--- src/sync_usart_pkg.sv ---
// package: register map, field positions and constants of the synchronous serial port
package sync_usart_pkg;
  // =====================================================================
  // register indices as printed; byte address is four times the index
  localparam logic [7:0] IDX_IRQ_FLAGS = 8'h0C;
  localparam logic [7:0] IDX_RX_STATUS = 8'h18;
  localparam logic [7:0] IDX_TX_BUFFER = 8'h19;
  localparam logic [7:0] IDX_RX_BUFFER = 8'h1A;
  localparam logic [7:0] IDX_IRQ_ENABLES = 8'h8C;
  localparam logic [7:0] IDX_TX_STATUS = 8'h98;
  localparam logic [7:0] IDX_BAUD = 8'h99;
  localparam int ADDR_SHIFT = 2;
  // =====================================================================
  // field positions
  localparam int RCV_SERIAL_PORT_ENABLE = 7;
  localparam int RCV_NINE = 6;
  localparam int RCV_SINGLE = 5;
  localparam int RCV_CONT = 4;
  localparam int RCV_OVERRUN = 1;
  localparam int RCV_NINTH = 0;
  localparam int TXS_CLKSRC = 7;
  localparam int TXS_NINE = 6;
  localparam int TXS_ENABLE = 5;
  localparam int TXS_SYNC = 4;
  localparam int TXS_HIGHBAUD = 2;
  localparam int TXS_EMPTY = 1;
  localparam int TXS_NINTH = 0;
  localparam int IRQ_RX = 5;
  localparam int IRQ_TX = 4;
  // =====================================================================
  // reset values and counts
  localparam logic [7:0] RST_BYTE = 8'h00;
  localparam logic [3:0] BITS_EIGHT = 4'h8;
  localparam logic [3:0] BITS_NINE = 4'h9;
  localparam logic [1:0] FIFO_DEPTH = 2'h2;
  typedef enum logic [2:0]
  {
    IDLE = 3'b001,
    RECV = 3'b010,
    SEND = 3'b100
  } link_state_e;
endpackage

--- src/sync_usart_rx.sv ---
// module: synchronous serial port, receive path, two-deep fifo and slave operation
module sync_usart_rx
  import sync_usart_pkg::*;
#(
  parameter int DIV_WIDTH = 8
)
(
  input wire logic pclk,
  input wire logic presetn,
  input wire logic psel,
  input wire logic penable,
  input wire logic pwrite,
  input wire logic [11:0] paddr,
  input wire logic [31:0] pwdata,
  output logic [31:0] prdata,
  output logic pready,
  output logic pslverr,
  input wire logic sleeping,
  output logic irq_request,
  output logic wake_request,
  input wire logic serial_clock_pin_in,
  output logic serial_clock_pin_out,
  output logic serial_clock_pin_oe,
  input wire logic serial_data_pin_in,
  output logic serial_data_pin_out,
  output logic serial_data_pin_oe
);
  // =====================================================================
  // registers
  logic [7:0] irq_enables;
  logic [7:0] baud_divisor;
  logic serial_port_enable, nine_bit_receive_enable;
  logic single_receive_enable, continuous_receive_enable, overrun_error;
  logic clock_source_select, nine_bit_transmit_enable, transmit_enable;
  logic sync_mode, high_baud_select, transmit_ninth_bit;
  logic [7:0] transmit_buffer;
  logic tx_buffer_full;
  logic [8:0] fifo_mem [2];
  logic fifo_rd_ptr, fifo_wr_ptr;
  logic [1:0] fifo_count;
  logic [8:0] receive_shifter;
  logic [8:0] transmit_shifter;
  logic [3:0] bit_count;
  link_state_e state;
  logic [DIV_WIDTH-1:0] baud_count;
  logic clk_gen;
  logic clk_s1, clk_s2, clk_prev, dat_s1, dat_s2;

  function automatic logic hit(input logic [11:0] a, input logic [7:0] idx);
    hit = (a == {2'b00, idx, 2'b00});
  endfunction

  // =====================================================================
  // bus decode
  logic wr_access, rd_access;
  logic mapped;
  assign wr_access = psel && penable && pwrite;
  assign rd_access = psel && penable && !pwrite;
  assign pready = 1'b1;
  always_comb
  begin
    mapped = 1'b1;
    if (hit(paddr, IDX_IRQ_FLAGS)) mapped = 1'b1;
    else if (hit(paddr, IDX_RX_STATUS)) mapped = 1'b1;
    else if (hit(paddr, IDX_TX_BUFFER)) mapped = 1'b1;
    else if (hit(paddr, IDX_RX_BUFFER)) mapped = 1'b1;
    else if (hit(paddr, IDX_IRQ_ENABLES)) mapped = 1'b1;
    else if (hit(paddr, IDX_TX_STATUS)) mapped = 1'b1;
    else if (hit(paddr, IDX_BAUD)) mapped = 1'b1;
    else mapped = 1'b0;
  end
  // unmapped addresses answer with an error and read zero
  assign pslverr = psel && penable && !mapped;

  logic wr_rx_status, wr_tx_buffer, rd_rx_buffer;
  assign wr_rx_status = wr_access && hit(paddr, IDX_RX_STATUS);
  assign wr_tx_buffer = wr_access && hit(paddr, IDX_TX_BUFFER);
  assign rd_rx_buffer = rd_access && hit(paddr, IDX_RX_BUFFER);

  // =====================================================================
  // pin synchronisers
  always_ff @(posedge pclk or negedge presetn)
  begin
    if (!presetn)
    begin
      clk_s1 <= 1'b1;
      clk_s2 <= 1'b1;
      clk_prev <= 1'b1;
      dat_s1 <= 1'b1;
      dat_s2 <= 1'b1;
    end
    else
    begin
      clk_s1 <= serial_clock_pin_in;
      clk_s2 <= clk_s1;
      clk_prev <= clk_s2;
      dat_s1 <= serial_data_pin_in;
      dat_s2 <= dat_s1;
    end
  end

  // =====================================================================
  // shift clock: internal divider in master mode, external pin in slave mode
  logic master, link_on, clk_line, rise, fall, want_rx, want_tx;
  logic [3:0] word_bits;
  assign master = clock_source_select;
  assign link_on = serial_port_enable && sync_mode;
  // slave ignores the single enable; continuous always wins over single
  assign want_rx = link_on && (continuous_receive_enable || (single_receive_enable && master));
  assign want_tx = link_on && transmit_enable;
  assign clk_line = master ? clk_gen : clk_s2;
  assign rise = master ? (baud_count == '0 && !clk_gen) : (clk_s2 && !clk_prev);
  assign fall = master ? (baud_count == '0 && clk_gen) : (!clk_s2 && clk_prev);
  assign word_bits = nine_bit_receive_enable ? BITS_NINE : BITS_EIGHT;

  // idles high, runs only in a transfer so its first fall is sampled; divisor below 2 outruns the data sync
  always_ff @(posedge pclk or negedge presetn)
  begin
    if (!presetn)
    begin
      baud_count <= '0;
      clk_gen <= 1'b1;
    end
    else if (!master || !((want_rx && state == RECV) || (want_tx && state == SEND)))
    begin
      baud_count <= '0;
      clk_gen <= 1'b1;
    end
    else if (baud_count == '0)
    begin
      baud_count <= baud_divisor[DIV_WIDTH-1:0];
      clk_gen <= !clk_gen;
    end
    else
      baud_count <= baud_count - 1'b1;
  end

  // =====================================================================
  // link state machine
  logic word_done, tx_load, tx_done;
  assign word_done = (state == RECV) && fall && (bit_count == word_bits - 4'h1);
  assign tx_done = (state == SEND) && fall && (bit_count == (nine_bit_transmit_enable ? BITS_NINE : BITS_EIGHT) - 4'h1);
  // transmit buffer moves to shifter only when shifter is free
  assign tx_load = tx_buffer_full && want_tx && !want_rx && (state == IDLE || tx_done);

  always_ff @(posedge pclk or negedge presetn)
  begin
    if (!presetn)
    begin
      state <= IDLE;
      bit_count <= '0;
      receive_shifter <= '0;
      transmit_shifter <= '0;
    end
    else
    begin
      case (state)
        IDLE:
        begin
          bit_count <= '0;
          if (want_rx)
            state <= RECV;
          else if (tx_load)
          begin
            state <= SEND;
            transmit_shifter <= {transmit_ninth_bit, transmit_buffer};
          end
        end
        RECV:
        begin
          if (!want_rx)
            state <= IDLE;
          else if (fall)
          begin
            // sample data on the falling clock edge, lsb first
            receive_shifter <= {dat_s2, receive_shifter[8:1]};
            bit_count <= (bit_count == word_bits - 4'h1) ? '0 : bit_count + 4'h1;
          end
        end
        SEND:
        begin
          // receive enable aborts a transmission; shifter keeps its content
          if (want_rx || !want_tx)
            state <= IDLE;
          else if (tx_done)
          begin
            bit_count <= '0;
            if (tx_load)
              transmit_shifter <= {transmit_ninth_bit, transmit_buffer};
            else
              state <= IDLE;
          end
          else if (fall)
          begin
            bit_count <= bit_count + 4'h1;
            transmit_shifter <= {1'b0, transmit_shifter[8:1]};
          end
        end
        default:
          state <= IDLE;
      endcase
    end
  end

  // data changes after the rising edge so it is stable around the falling edge
  always_ff @(posedge pclk or negedge presetn)
  begin
    if (!presetn)
      serial_data_pin_out <= 1'b1;
    else if (state == SEND && (rise || bit_count == '0))
      serial_data_pin_out <= transmit_shifter[0];
  end
  assign serial_data_pin_oe = (state == SEND);
  assign serial_clock_pin_out = clk_line;
  assign serial_clock_pin_oe = link_on && master;

  // =====================================================================
  // receive fifo with ninth bit per entry
  logic [8:0] rx_word;
  logic fifo_push, fifo_pop;
  assign rx_word = nine_bit_receive_enable ? {dat_s2, receive_shifter[8:1]} : {1'b0, dat_s2, receive_shifter[8:2]};
  // overrun blocks every push; a full fifo drops the word
  assign fifo_push = word_done && !overrun_error && fifo_count != FIFO_DEPTH;
  assign fifo_pop = rd_rx_buffer && fifo_count != 2'h0;

  always_ff @(posedge pclk or negedge presetn)
  begin
    if (!presetn)
    begin
      fifo_rd_ptr <= 1'b0;
      fifo_wr_ptr <= 1'b0;
      fifo_count <= '0;
      fifo_mem[0] <= '0;
      fifo_mem[1] <= '0;
    end
    else
    begin
      if (fifo_push)
      begin
        fifo_mem[fifo_wr_ptr] <= rx_word;
        fifo_wr_ptr <= !fifo_wr_ptr;
      end
      if (fifo_pop)
        fifo_rd_ptr <= !fifo_rd_ptr;
      fifo_count <= fifo_count + {1'b0, fifo_push} - {1'b0, fifo_pop};
    end
  end
  // ready flag is the fifo's non-empty state, cleared only by reading it out
  logic receive_ready_flag;
  assign receive_ready_flag = (fifo_count != 2'h0);

  // =====================================================================
  // control registers
  always_ff @(posedge pclk or negedge presetn)
  begin
    if (!presetn)
    begin
      serial_port_enable <= 1'b0;
      nine_bit_receive_enable <= 1'b0;
      single_receive_enable <= 1'b0;
      continuous_receive_enable <= 1'b0;
    end
    else if (wr_rx_status)
    begin
      serial_port_enable <= pwdata[RCV_SERIAL_PORT_ENABLE];
      nine_bit_receive_enable <= pwdata[RCV_NINE];
      single_receive_enable <= pwdata[RCV_SINGLE];
      continuous_receive_enable <= pwdata[RCV_CONT];
    end
    else if (word_done && !continuous_receive_enable)
      single_receive_enable <= 1'b0;
  end

  // overrun is set by a word meeting a full fifo and cleared while continuous enable is clear
  always_ff @(posedge pclk or negedge presetn)
  begin
    if (!presetn)
      overrun_error <= 1'b0;
    else if (word_done && fifo_count == FIFO_DEPTH)
      overrun_error <= 1'b1;
    else if (!continuous_receive_enable)
      overrun_error <= 1'b0;
  end

  always_ff @(posedge pclk or negedge presetn)
  begin
    if (!presetn)
    begin
      clock_source_select <= 1'b0;
      nine_bit_transmit_enable <= 1'b0;
      transmit_enable <= 1'b0;
      sync_mode <= 1'b0;
      high_baud_select <= 1'b0;
      transmit_ninth_bit <= 1'b0;
      irq_enables <= RST_BYTE;
      baud_divisor <= RST_BYTE;
    end
    else if (wr_access)
    begin
      if (hit(paddr, IDX_TX_STATUS))
      begin
        clock_source_select <= pwdata[TXS_CLKSRC];
        nine_bit_transmit_enable <= pwdata[TXS_NINE];
        transmit_enable <= pwdata[TXS_ENABLE];
        sync_mode <= pwdata[TXS_SYNC];
        high_baud_select <= pwdata[TXS_HIGHBAUD];
        transmit_ninth_bit <= pwdata[TXS_NINTH];
      end
      else if (hit(paddr, IDX_IRQ_ENABLES))
        irq_enables <= pwdata[7:0];
      else if (hit(paddr, IDX_BAUD))
        baud_divisor <= pwdata[7:0];
    end
  end

  // transmit buffer: a load into the shifter empties it; a new write fills it
  always_ff @(posedge pclk or negedge presetn)
  begin
    if (!presetn)
    begin
      transmit_buffer <= RST_BYTE;
      tx_buffer_full <= 1'b0;
    end
    else if (wr_tx_buffer)
    begin
      transmit_buffer <= pwdata[7:0];
      tx_buffer_full <= 1'b1;
    end
    else if (tx_load || !transmit_enable)
      tx_buffer_full <= 1'b0;
  end

  // =====================================================================
  // interrupt request and wake
  logic transmit_empty_flag;
  assign transmit_empty_flag = !tx_buffer_full;
  always_comb
  begin
    irq_request = (receive_ready_flag && irq_enables[IRQ_RX]) ||
                  (transmit_empty_flag && irq_enables[IRQ_TX]);
    wake_request = sleeping && irq_request;
  end

  // =====================================================================
  // read data, registered in the setup phase
  logic [8:0] fifo_head;
  assign fifo_head = fifo_mem[fifo_rd_ptr];
  always_ff @(posedge pclk or negedge presetn)
  begin
    if (!presetn)
      prdata <= '0;
    else if (psel && !penable && !pwrite)
    begin
      if (hit(paddr, IDX_IRQ_FLAGS))
        prdata <= {26'h0, receive_ready_flag, transmit_empty_flag, 4'h0};
      else if (hit(paddr, IDX_RX_STATUS))
        // ninth bit shown is that of the entry at the head of the fifo
        prdata <= {24'h0, serial_port_enable, nine_bit_receive_enable, single_receive_enable,
                   continuous_receive_enable, 2'b00, overrun_error, fifo_head[8]};
      else if (hit(paddr, IDX_RX_BUFFER))
        prdata <= {24'h0, fifo_head[7:0]};
      else if (hit(paddr, IDX_IRQ_ENABLES))
        prdata <= {24'h0, irq_enables};
      else if (hit(paddr, IDX_TX_STATUS))
        prdata <= {24'h0, clock_source_select, nine_bit_transmit_enable, transmit_enable, sync_mode,
                   1'b0, high_baud_select, state != SEND, transmit_ninth_bit};
      else if (hit(paddr, IDX_BAUD))
        prdata <= {24'h0, baud_divisor};
      else
        prdata <= '0;
    end
  end
endmodule

--- config.mk ---
export PLATFORM = sky130hd
export DESIGN_NAME = sync_usart_rx
export DESIGN_NICKNAME = d
export VERILOG_FILES = /design/src/sync_usart_pkg.sv /design/src/sync_usart_rx.sv
export SDC_FILE = /design/constraint.sdc
export NUM_CORES = 1
export LEC_CHECK = 0
export ABC_AREA = 1
export BUFFER_PORTS_ARGS = -buffer_cell sky130_fd_sc_hd__buf_2
export CAP_MARGIN = 0
export CORE_UTILIZATION = 42
export CTS_BUF_LIST = sky130_fd_sc_hd__clkbuf_8
export CTS_CLUSTER_SIZE = 8
export DETAILED_ROUTE_END_ITERATION = 6
export PLACE_DENSITY = 0.72
export RECOVER_POWER = 50
export SLEW_MARGIN = 20
export SYNTH_ARGS = -nofsm -noshare
export SYNTH_HDL_FRONTEND = slang
export SYNTH_SLANG_ARGS = --single-unit
export TNS_END_PERCENT = 50
--- constraint.sdc ---
create_clock -name pclk -period 2.35 [get_ports pclk]
set_input_delay 0.705 -clock pclk [delete_from_list [all_inputs] [get_ports pclk]]
set_output_delay 0.705 -clock pclk [all_outputs]
set_load 0.005 [all_outputs]
==> results of run 1 <==
-- layout make-up --
type / instances / area (um^2)
fill: 1297 / 6729
clock inverter: 5 / 77.57
sequential: 105 / 2638
inverter: 101 / 382.9
tap: 176 / 220.2
multi-input combinational: 504 / 2645
clock buffer: 11 / 151.4
timing repair buffer: 72 / 451.7
-- per-stage QoR --
| step | setup slack (ps) | utilization (%) |
|---|---|---|
| 5_1_grt | -92.28 | 49.39 |
| 3_3_place_gp | -71.30 | 47.00 |
| 4_1_cts | 9.816 | 48.78 |
| 6_report | -8.212 | 49.39 |
| 3_5_place_dp | -86.03 | 47.00 |
| 2_1_floorplan | 24.65 | - |
-- critical path: stages --
cell and delay [ps]:
buf_2 90, inv_1 50, and3_1 210, nand2_2 150, nand3_2 100, nor4_2 180, buf_2 170
-- layout by cell type, fill, tap and decap left out, drive strengths merged --
master / n
a211oi: 5
a21boi: 1
a21oi: 25
a22o: 1
a31oi: 3
and3: 1
buf: 69
bufinv: 2
clkbuf: 14
clkinv: 1
clkinvlp: 1
conb: 25
dfrtp: 97
dfstp: 8
ha: 5
inv: 102
nand2: 187
nand3: 51
nand3b: 10
nand4: 6
nor2: 79
nor3: 2
nor4: 2
o211ai: 3
o21a: 3
o21ai: 77
o21bai: 2
o221ai: 1
o311ai: 1
o31ai: 2
xnor2: 3
xor2: 9
-- worst paths after layout --
kind,from,endpoint,cells after the start
worst max register to register,baud_count[0],fifo_count[1],14
worst min register to register,dat_s1,dat_s2,0
worst max-delay path,paddr[2],pslverr,7
worst min-delay path,dat_s1,dat_s2,0
min in group asynchronous,presetn,fifo_mem[16],1
max in group asynchronous,presetn,baud_count[4],2
-- cells by family after synthesis --
group | after synthesis | share of synthesized area (%)
and+or+nand+nor | 338 | 26.17
adders and majority gates | 5 | 1.085
AOI/OAI and AO/OA | 124 | 13.71
buffers and inverters | 142 | 11.35
DFF | 105 | 45.74
xor gates and xnor gates | 12 | 1.823
other | 2 | 0.1302
-- timing repair --
| item | 4_1_cts | 5_1_grt |
|---|---|---|
| pin swaps | 0 | 6 |
| setup buffers | 0 | 0 |
| resized for setup | 2 | 21 |
| endpoints found under the setup margin | 1 | 3 |
-- power by group --
part	leakage (nW)	total (W)	switching, W	internal, W
clock	0.121	0.00128	0.000619	0.000657
combinational	1.77	0.000141	0.0000990	0.0000420
sequential	1.43	0.00182	0.00000305	0.00181
total	3.32	0.00323	0.000721	0.00251
-- state kept, by name (all words and copies together), names as in the netlist, 4 cells and up --
| name | cells |
|---|---|
| irq_enables | 8 |
| baud_count | 8 |
| receive_shifter | 8 |
| baud_divisor | 8 |
| transmit_shifter | 9 |
| bit_count | 4 |
| prdata | 8 |
| transmit_buffer | 8 |
| fifo_mem | 18 |
-- layer usage --
layer	wire, um	GRT usage [%]
met4	244	6.250
met1	5931	24.89
met5	0	0
met3	364	4.119
met2	6103	31.10
==> results.py, run 1 <==
metrics = {
    "cts": {
        "cts_root_buffer": "clkbuf_8",
        "clock_sinks": 105,
        "cts_buffers": 9,
        "hold_buffers": 0,
        "clk-insertion-delay-late_ps": 380,
        "cts_tree": "yes",
        "clockBufferDepth": 2,
        "clk_pin_slew_worst_paths_ps": 90,
        "htreeDepth": 3,
    },
    "logic_synthesis": {
        "synth.lib_cells_used.distinct": 46,
        "syn_avg_cell_area_um2": 7.921,
        "yosys-top-cells-area": "dfrtp_1 42%, nand2_1 12%, inv_1 4.9%",
        "synth_top_area_cell": "dfrtp_1",
        "synth_commonest_cells": "179 x nand2_1, 97 x dfrtp_1, 76 x inv_1",
        "ys_async_sr_fraction_pct": 100.0,
        "synth_most_common_cell": "nand2_1",
        "netlist_instances": 728,
        "ys_warn_count": 0,
        "synth-edff-count": 0,
        "yosysTopAreaCellShare_pct": 42.09,
        "ys.flop_type": "dfrtp_1",
        "synth_seq_cells": 105,
        "syn_area_um2": 5767,
        "ys_seq_area_share_pct": 45.74,
    },
    "timing": {
        "slew_viol_final": 28,
        "holdWs_ps": 360.0,
        "fin_crit_ps": 2358,
        "final_hold_viol_count": 0,
        "fin_setup_tns_ps": -8.212,
        "skew_ps": 7.793,
        "rsz0062_at_grt": "true",
        "setup_viol": 1,
        "fin_ws_ps": -8.212,
        "max_freq_mhz": 424.1,
        "post-route-period-util_pct": 100.3,
        "tightest_slew_ps": 1652,
        "slew_headroom_pct": -10.15,
    },
    "grt": {
        "grt_pass1_vias": 4401,
        "grt.total_usage_pct": 18.99,
        "overflow": 0,
        "grt_pass1_wl_mm": 21.16,
        "grt_antenna_before_repair": 0,
        "grt_max_degree": 43,
    },
    "min_path": {
        "min_path_type": "reg2reg",
    },
    "run_status": {
        "failed_checks": "capacitance limit, slew limit, setup timing",
        "status": "finished, violations left",
    },
    "layout": {
        "final_net_count": 850,
        "area_delta_synth_final_pct": 13.86,
        "insertedDiodeCount": 0,
        "final_cells": 974,
        "stdcell_area_um2": 6566,
        "drive_gt1_share_pct": 22.56,
    },
    "place": {
        "numPortBuffers": 42,
        "gp_congestion": 0.8375,
        "post-place-cells": 958,
        "dp_hpwl_mm": 9.473,
        "dpl-instance-area_um2": 6248,
    },
    "critical_path": {
        "endpoint_kind": "output pin",
        "critPathKind": "in2out",
        "start_kind": "input pin",
        "path_max_fanout": 4,
        "arrival_ps": 1650,
        "crit_required_ps": 1640,
        "ff2ff_setup_slack_ps": 130,
    },
    "floorplan": {
        "rows": 42,
        "die_w_um": 119.2,
        "start_util_pct": 43.37,
        "dieHeight_um": 119.2,
        "core-area_um2": 13300,
        "io_pins": 92,
        "dieArea_um2": 14200,
    },
    "flow_run": {
        "max-cap-violations": 1,
    },
    "power_and_ir_drop": {
        "leakagePower_nw": 3.321,
        "peakVddDrop_mv": 0.3458,
        "power_per_cell_area_nw_per_um2": 492.4,
        "finalPower_w": 0.003234,
    },
    "detailed_routing": {
        "via_count": 4616,
        "wirelength_mm": 12.64,
        "ant_nets": 0,
        "firstDrtPassIters": 5,
        "wire_per_inst_um": 12.98,
        "drc": 0,
        "vias_per_cell": 4.739,
        "initialDrtViolationCount": 296,
    },
}
Note: power is estimated with default switching activity, not from simulation.
==> run 2: changes to the inputs <==
--- a/config.mk
+++ b/config.mk
@@ -12,6 +12,7 @@
 export CTS_BUF_LIST = sky130_fd_sc_hd__clkbuf_8
 export CTS_CLUSTER_SIZE = 8
 export DETAILED_ROUTE_END_ITERATION = 6
+export GPL_TIMING_DRIVEN = 0
 export PLACE_DENSITY = 0.72
 export RECOVER_POWER = 50
 export SLEW_MARGIN = 20
==> run 2 against run 1 <==
Compared with the run above: the run ends with DRC, setup timing left; non-clock buffer count rose by 26; critical path depth rose by 1; flip-flop and latch count did not move.
==> results.py, run 2 (synthesis results as in run 1) <==
metrics = {
    "run_status": {
        "status": "finished, violations left",
        "failed_checks": "DRC, setup timing",
    },
    "grt": {
        "overflow": 0,
        "grt_max_degree": 67,
        "grt_antenna_before_repair": 0,
        "grt_pass1_wl_mm": 21.87,
        "grt.total_usage_pct": 19.67,
        "grt_pass1_vias": 4518,
    },
    "place": {
        "numPortBuffers": 42,
        "gp_congestion": 0.8655,
        "dp_hpwl_mm": 9.563,
        "dpl-instance-area_um2": 6317,
    },
    "critical_path": {
        "crit_required_ps": 1640,
        "ff2ff_path_depth": 14,
        "critPathKind": "in2out",
        "rr_startpoint": "baud_count[0]",
        "ff2ff_setup_slack_ps": 100,
        "rr_endpoint": "fifo_count[1]",
        "start_kind": "input pin",
        "path_max_fanout": 6,
        "arrival_ps": 1650,
        "endpoint_kind": "output pin",
    },
    "floorplan": {
        "io_pins": 92,
        "dieHeight_um": 119.2,
        "start_util_pct": 43.37,
        "die_w_um": 119.2,
        "rows": 42,
        "core-area_um2": 13300,
        "dieArea_um2": 14200,
    },
    "power_and_ir_drop": {
        "peakVddDrop_mv": 0.3081,
        "power_per_cell_area_nw_per_um2": 479.4,
        "leakagePower_nw": 3.491,
    },
    "timing": {
        "final_hold_viol_count": 0,
        "fin_ws_ps": -4.223,
        "setup_viol": 1,
        "holdWs_ps": 361.8,
        "tightest_slew_ps": 1054,
        "slew_viol_final": 0,
        "slew_headroom_pct": 29.76,
        "post-route-period-util_pct": 100.2,
        "fin_crit_ps": 2354,
        "rsz0062_at_grt": "true",
        "max_freq_mhz": 424.8,
        "skew_ps": 15.13,
    },
    "layout": {
        "fillers": 1258,
        "drive_gt1_share_pct": 24.51,
        "largest_registers": "fifo_mem (18), transmit_shifter (9)",
        "final_cell_mix": "172 x nand2_1, 97 x dfrtp_1, 74 x inv_1",
        "stdcell_area_um2": 6769,
        "largest_reg_flops": 18,
        "largest-register": "fifo_mem",
        "area_delta_synth_final_pct": 17.38,
        "insertedDiodeCount": 0,
        "final_net_count": 876,
        "final_common_cell": "nand2_1",
    },
    "detailed_routing": {
        "firstDrtPassIters": 7,
        "wire_per_inst_um": 13.13,
        "initialDrtViolationCount": 349,
        "vias_per_cell": 4.859,
        "wirelength_mm": 13.13,
        "via_count": 4859,
        "drc": 5,
        "ant_nets": 0,
    },
    "cts": {
        "hold_buffers": 0,
        "clockBufferDepth": 2,
        "clk-insertion-delay-late_ps": 400,
        "clock_sinks": 105,
        "cts_buffers": 9,
        "clk_pin_slew_worst_paths_ps": 90,
        "cts_root_buffer": "clkbuf_8",
        "htreeDepth": 3,
        "cts_tree": "yes",
    },
    "min_path": {
        "worstHoldEndpoint": "dat_s2",
        "worstHoldStart": "dat_s1",
        "hold_path_depth": 0,
        "min_path_type": "reg2reg",
    },
    "flow_run": {
        "max-cap-violations": 0,
    },
}
-- run 2: how the worst max path moves through the flow --
stage | from | end | slack [ps] | cells after the start
floorplan | paddr[4] | pslverr | 20 | 7
global placement | presetn | baud_count[5] | -630 | 1
detailed placement | paddr[4] | pslverr | -460 | 9
CTS | paddr[4] | pslverr | -40 | 8
global route | paddr[10] | pslverr | -40 | 8
finish | paddr[10] | pslverr | -4 | 8
-- run 2: final cells by class --
class	instances	area, um^2	area share, %
buffer	40	274.0	4.048
inverter	101	384.1	5.675
clock inverter	6	82.58	1.220
clock buffer	10	137.6	2.033
tap	176	220.2	3.253
sequential	105	2638	38.96
multi-input combinational	504	2676	39.54
timing repair buffer	58	356.6	5.268
-- run 2: stage by stage --
| step | instances | setup TNS (ps) | setup WS [ps] | power, W | utilization, % |
|---|---|---|---|---|---|
| global placement | 969 | -61200 | -629.0 | 0.002005 | 47.26 |
| detailed placement | 970 | -777.9 | -457.5 | 0.002013 | 47.52 |
| CTS | 990 | -41.30 | -41.30 | 0.003261 | 49.83 |
| global route | 1000 | -39.65 | -35.92 | 0.003361 | 50.91 |
| floorplan | 751 | 0 | 24.65 | 0.001925 | - |
| finish | 1000 | -4.223 | -4.223 | 0.003245 | 50.91 |
-- run 2: timing repair --
item | in CTS | in global routing
pin swaps | 8 | 13
setup buffers | 5 | 10
resized for setup | 15 | 18
setup endpoints to repair | 3 | 3
-- run 2: routing by layer --
metal / track usage, % / wire [um] / vias to the layer above
met5: 0 / 0 / -
met3: 5.029 / 706 / 20
li1: - / - / 2455
met2: 32.34 / 6260 / 128
met1: 25.61 / 5953 / 2256
met4: 5.380 / 207 / 0
-- run 2: report_power, final --
part	switching, W	total (W)	internal, W
combinational	0.000107	0.000171	0.0000639
sequential	0.00000279	0.00182	0.00181
clock	0.000633	0.00126	0.000624
-- run 2: worst max-delay path: stages --
cell,delay (ps)
buf_2,80
inv_1,50
nand4_1,160
inv_2,100
nand2_4,90
inv_6,50
nor4_4,270
buf_2,150
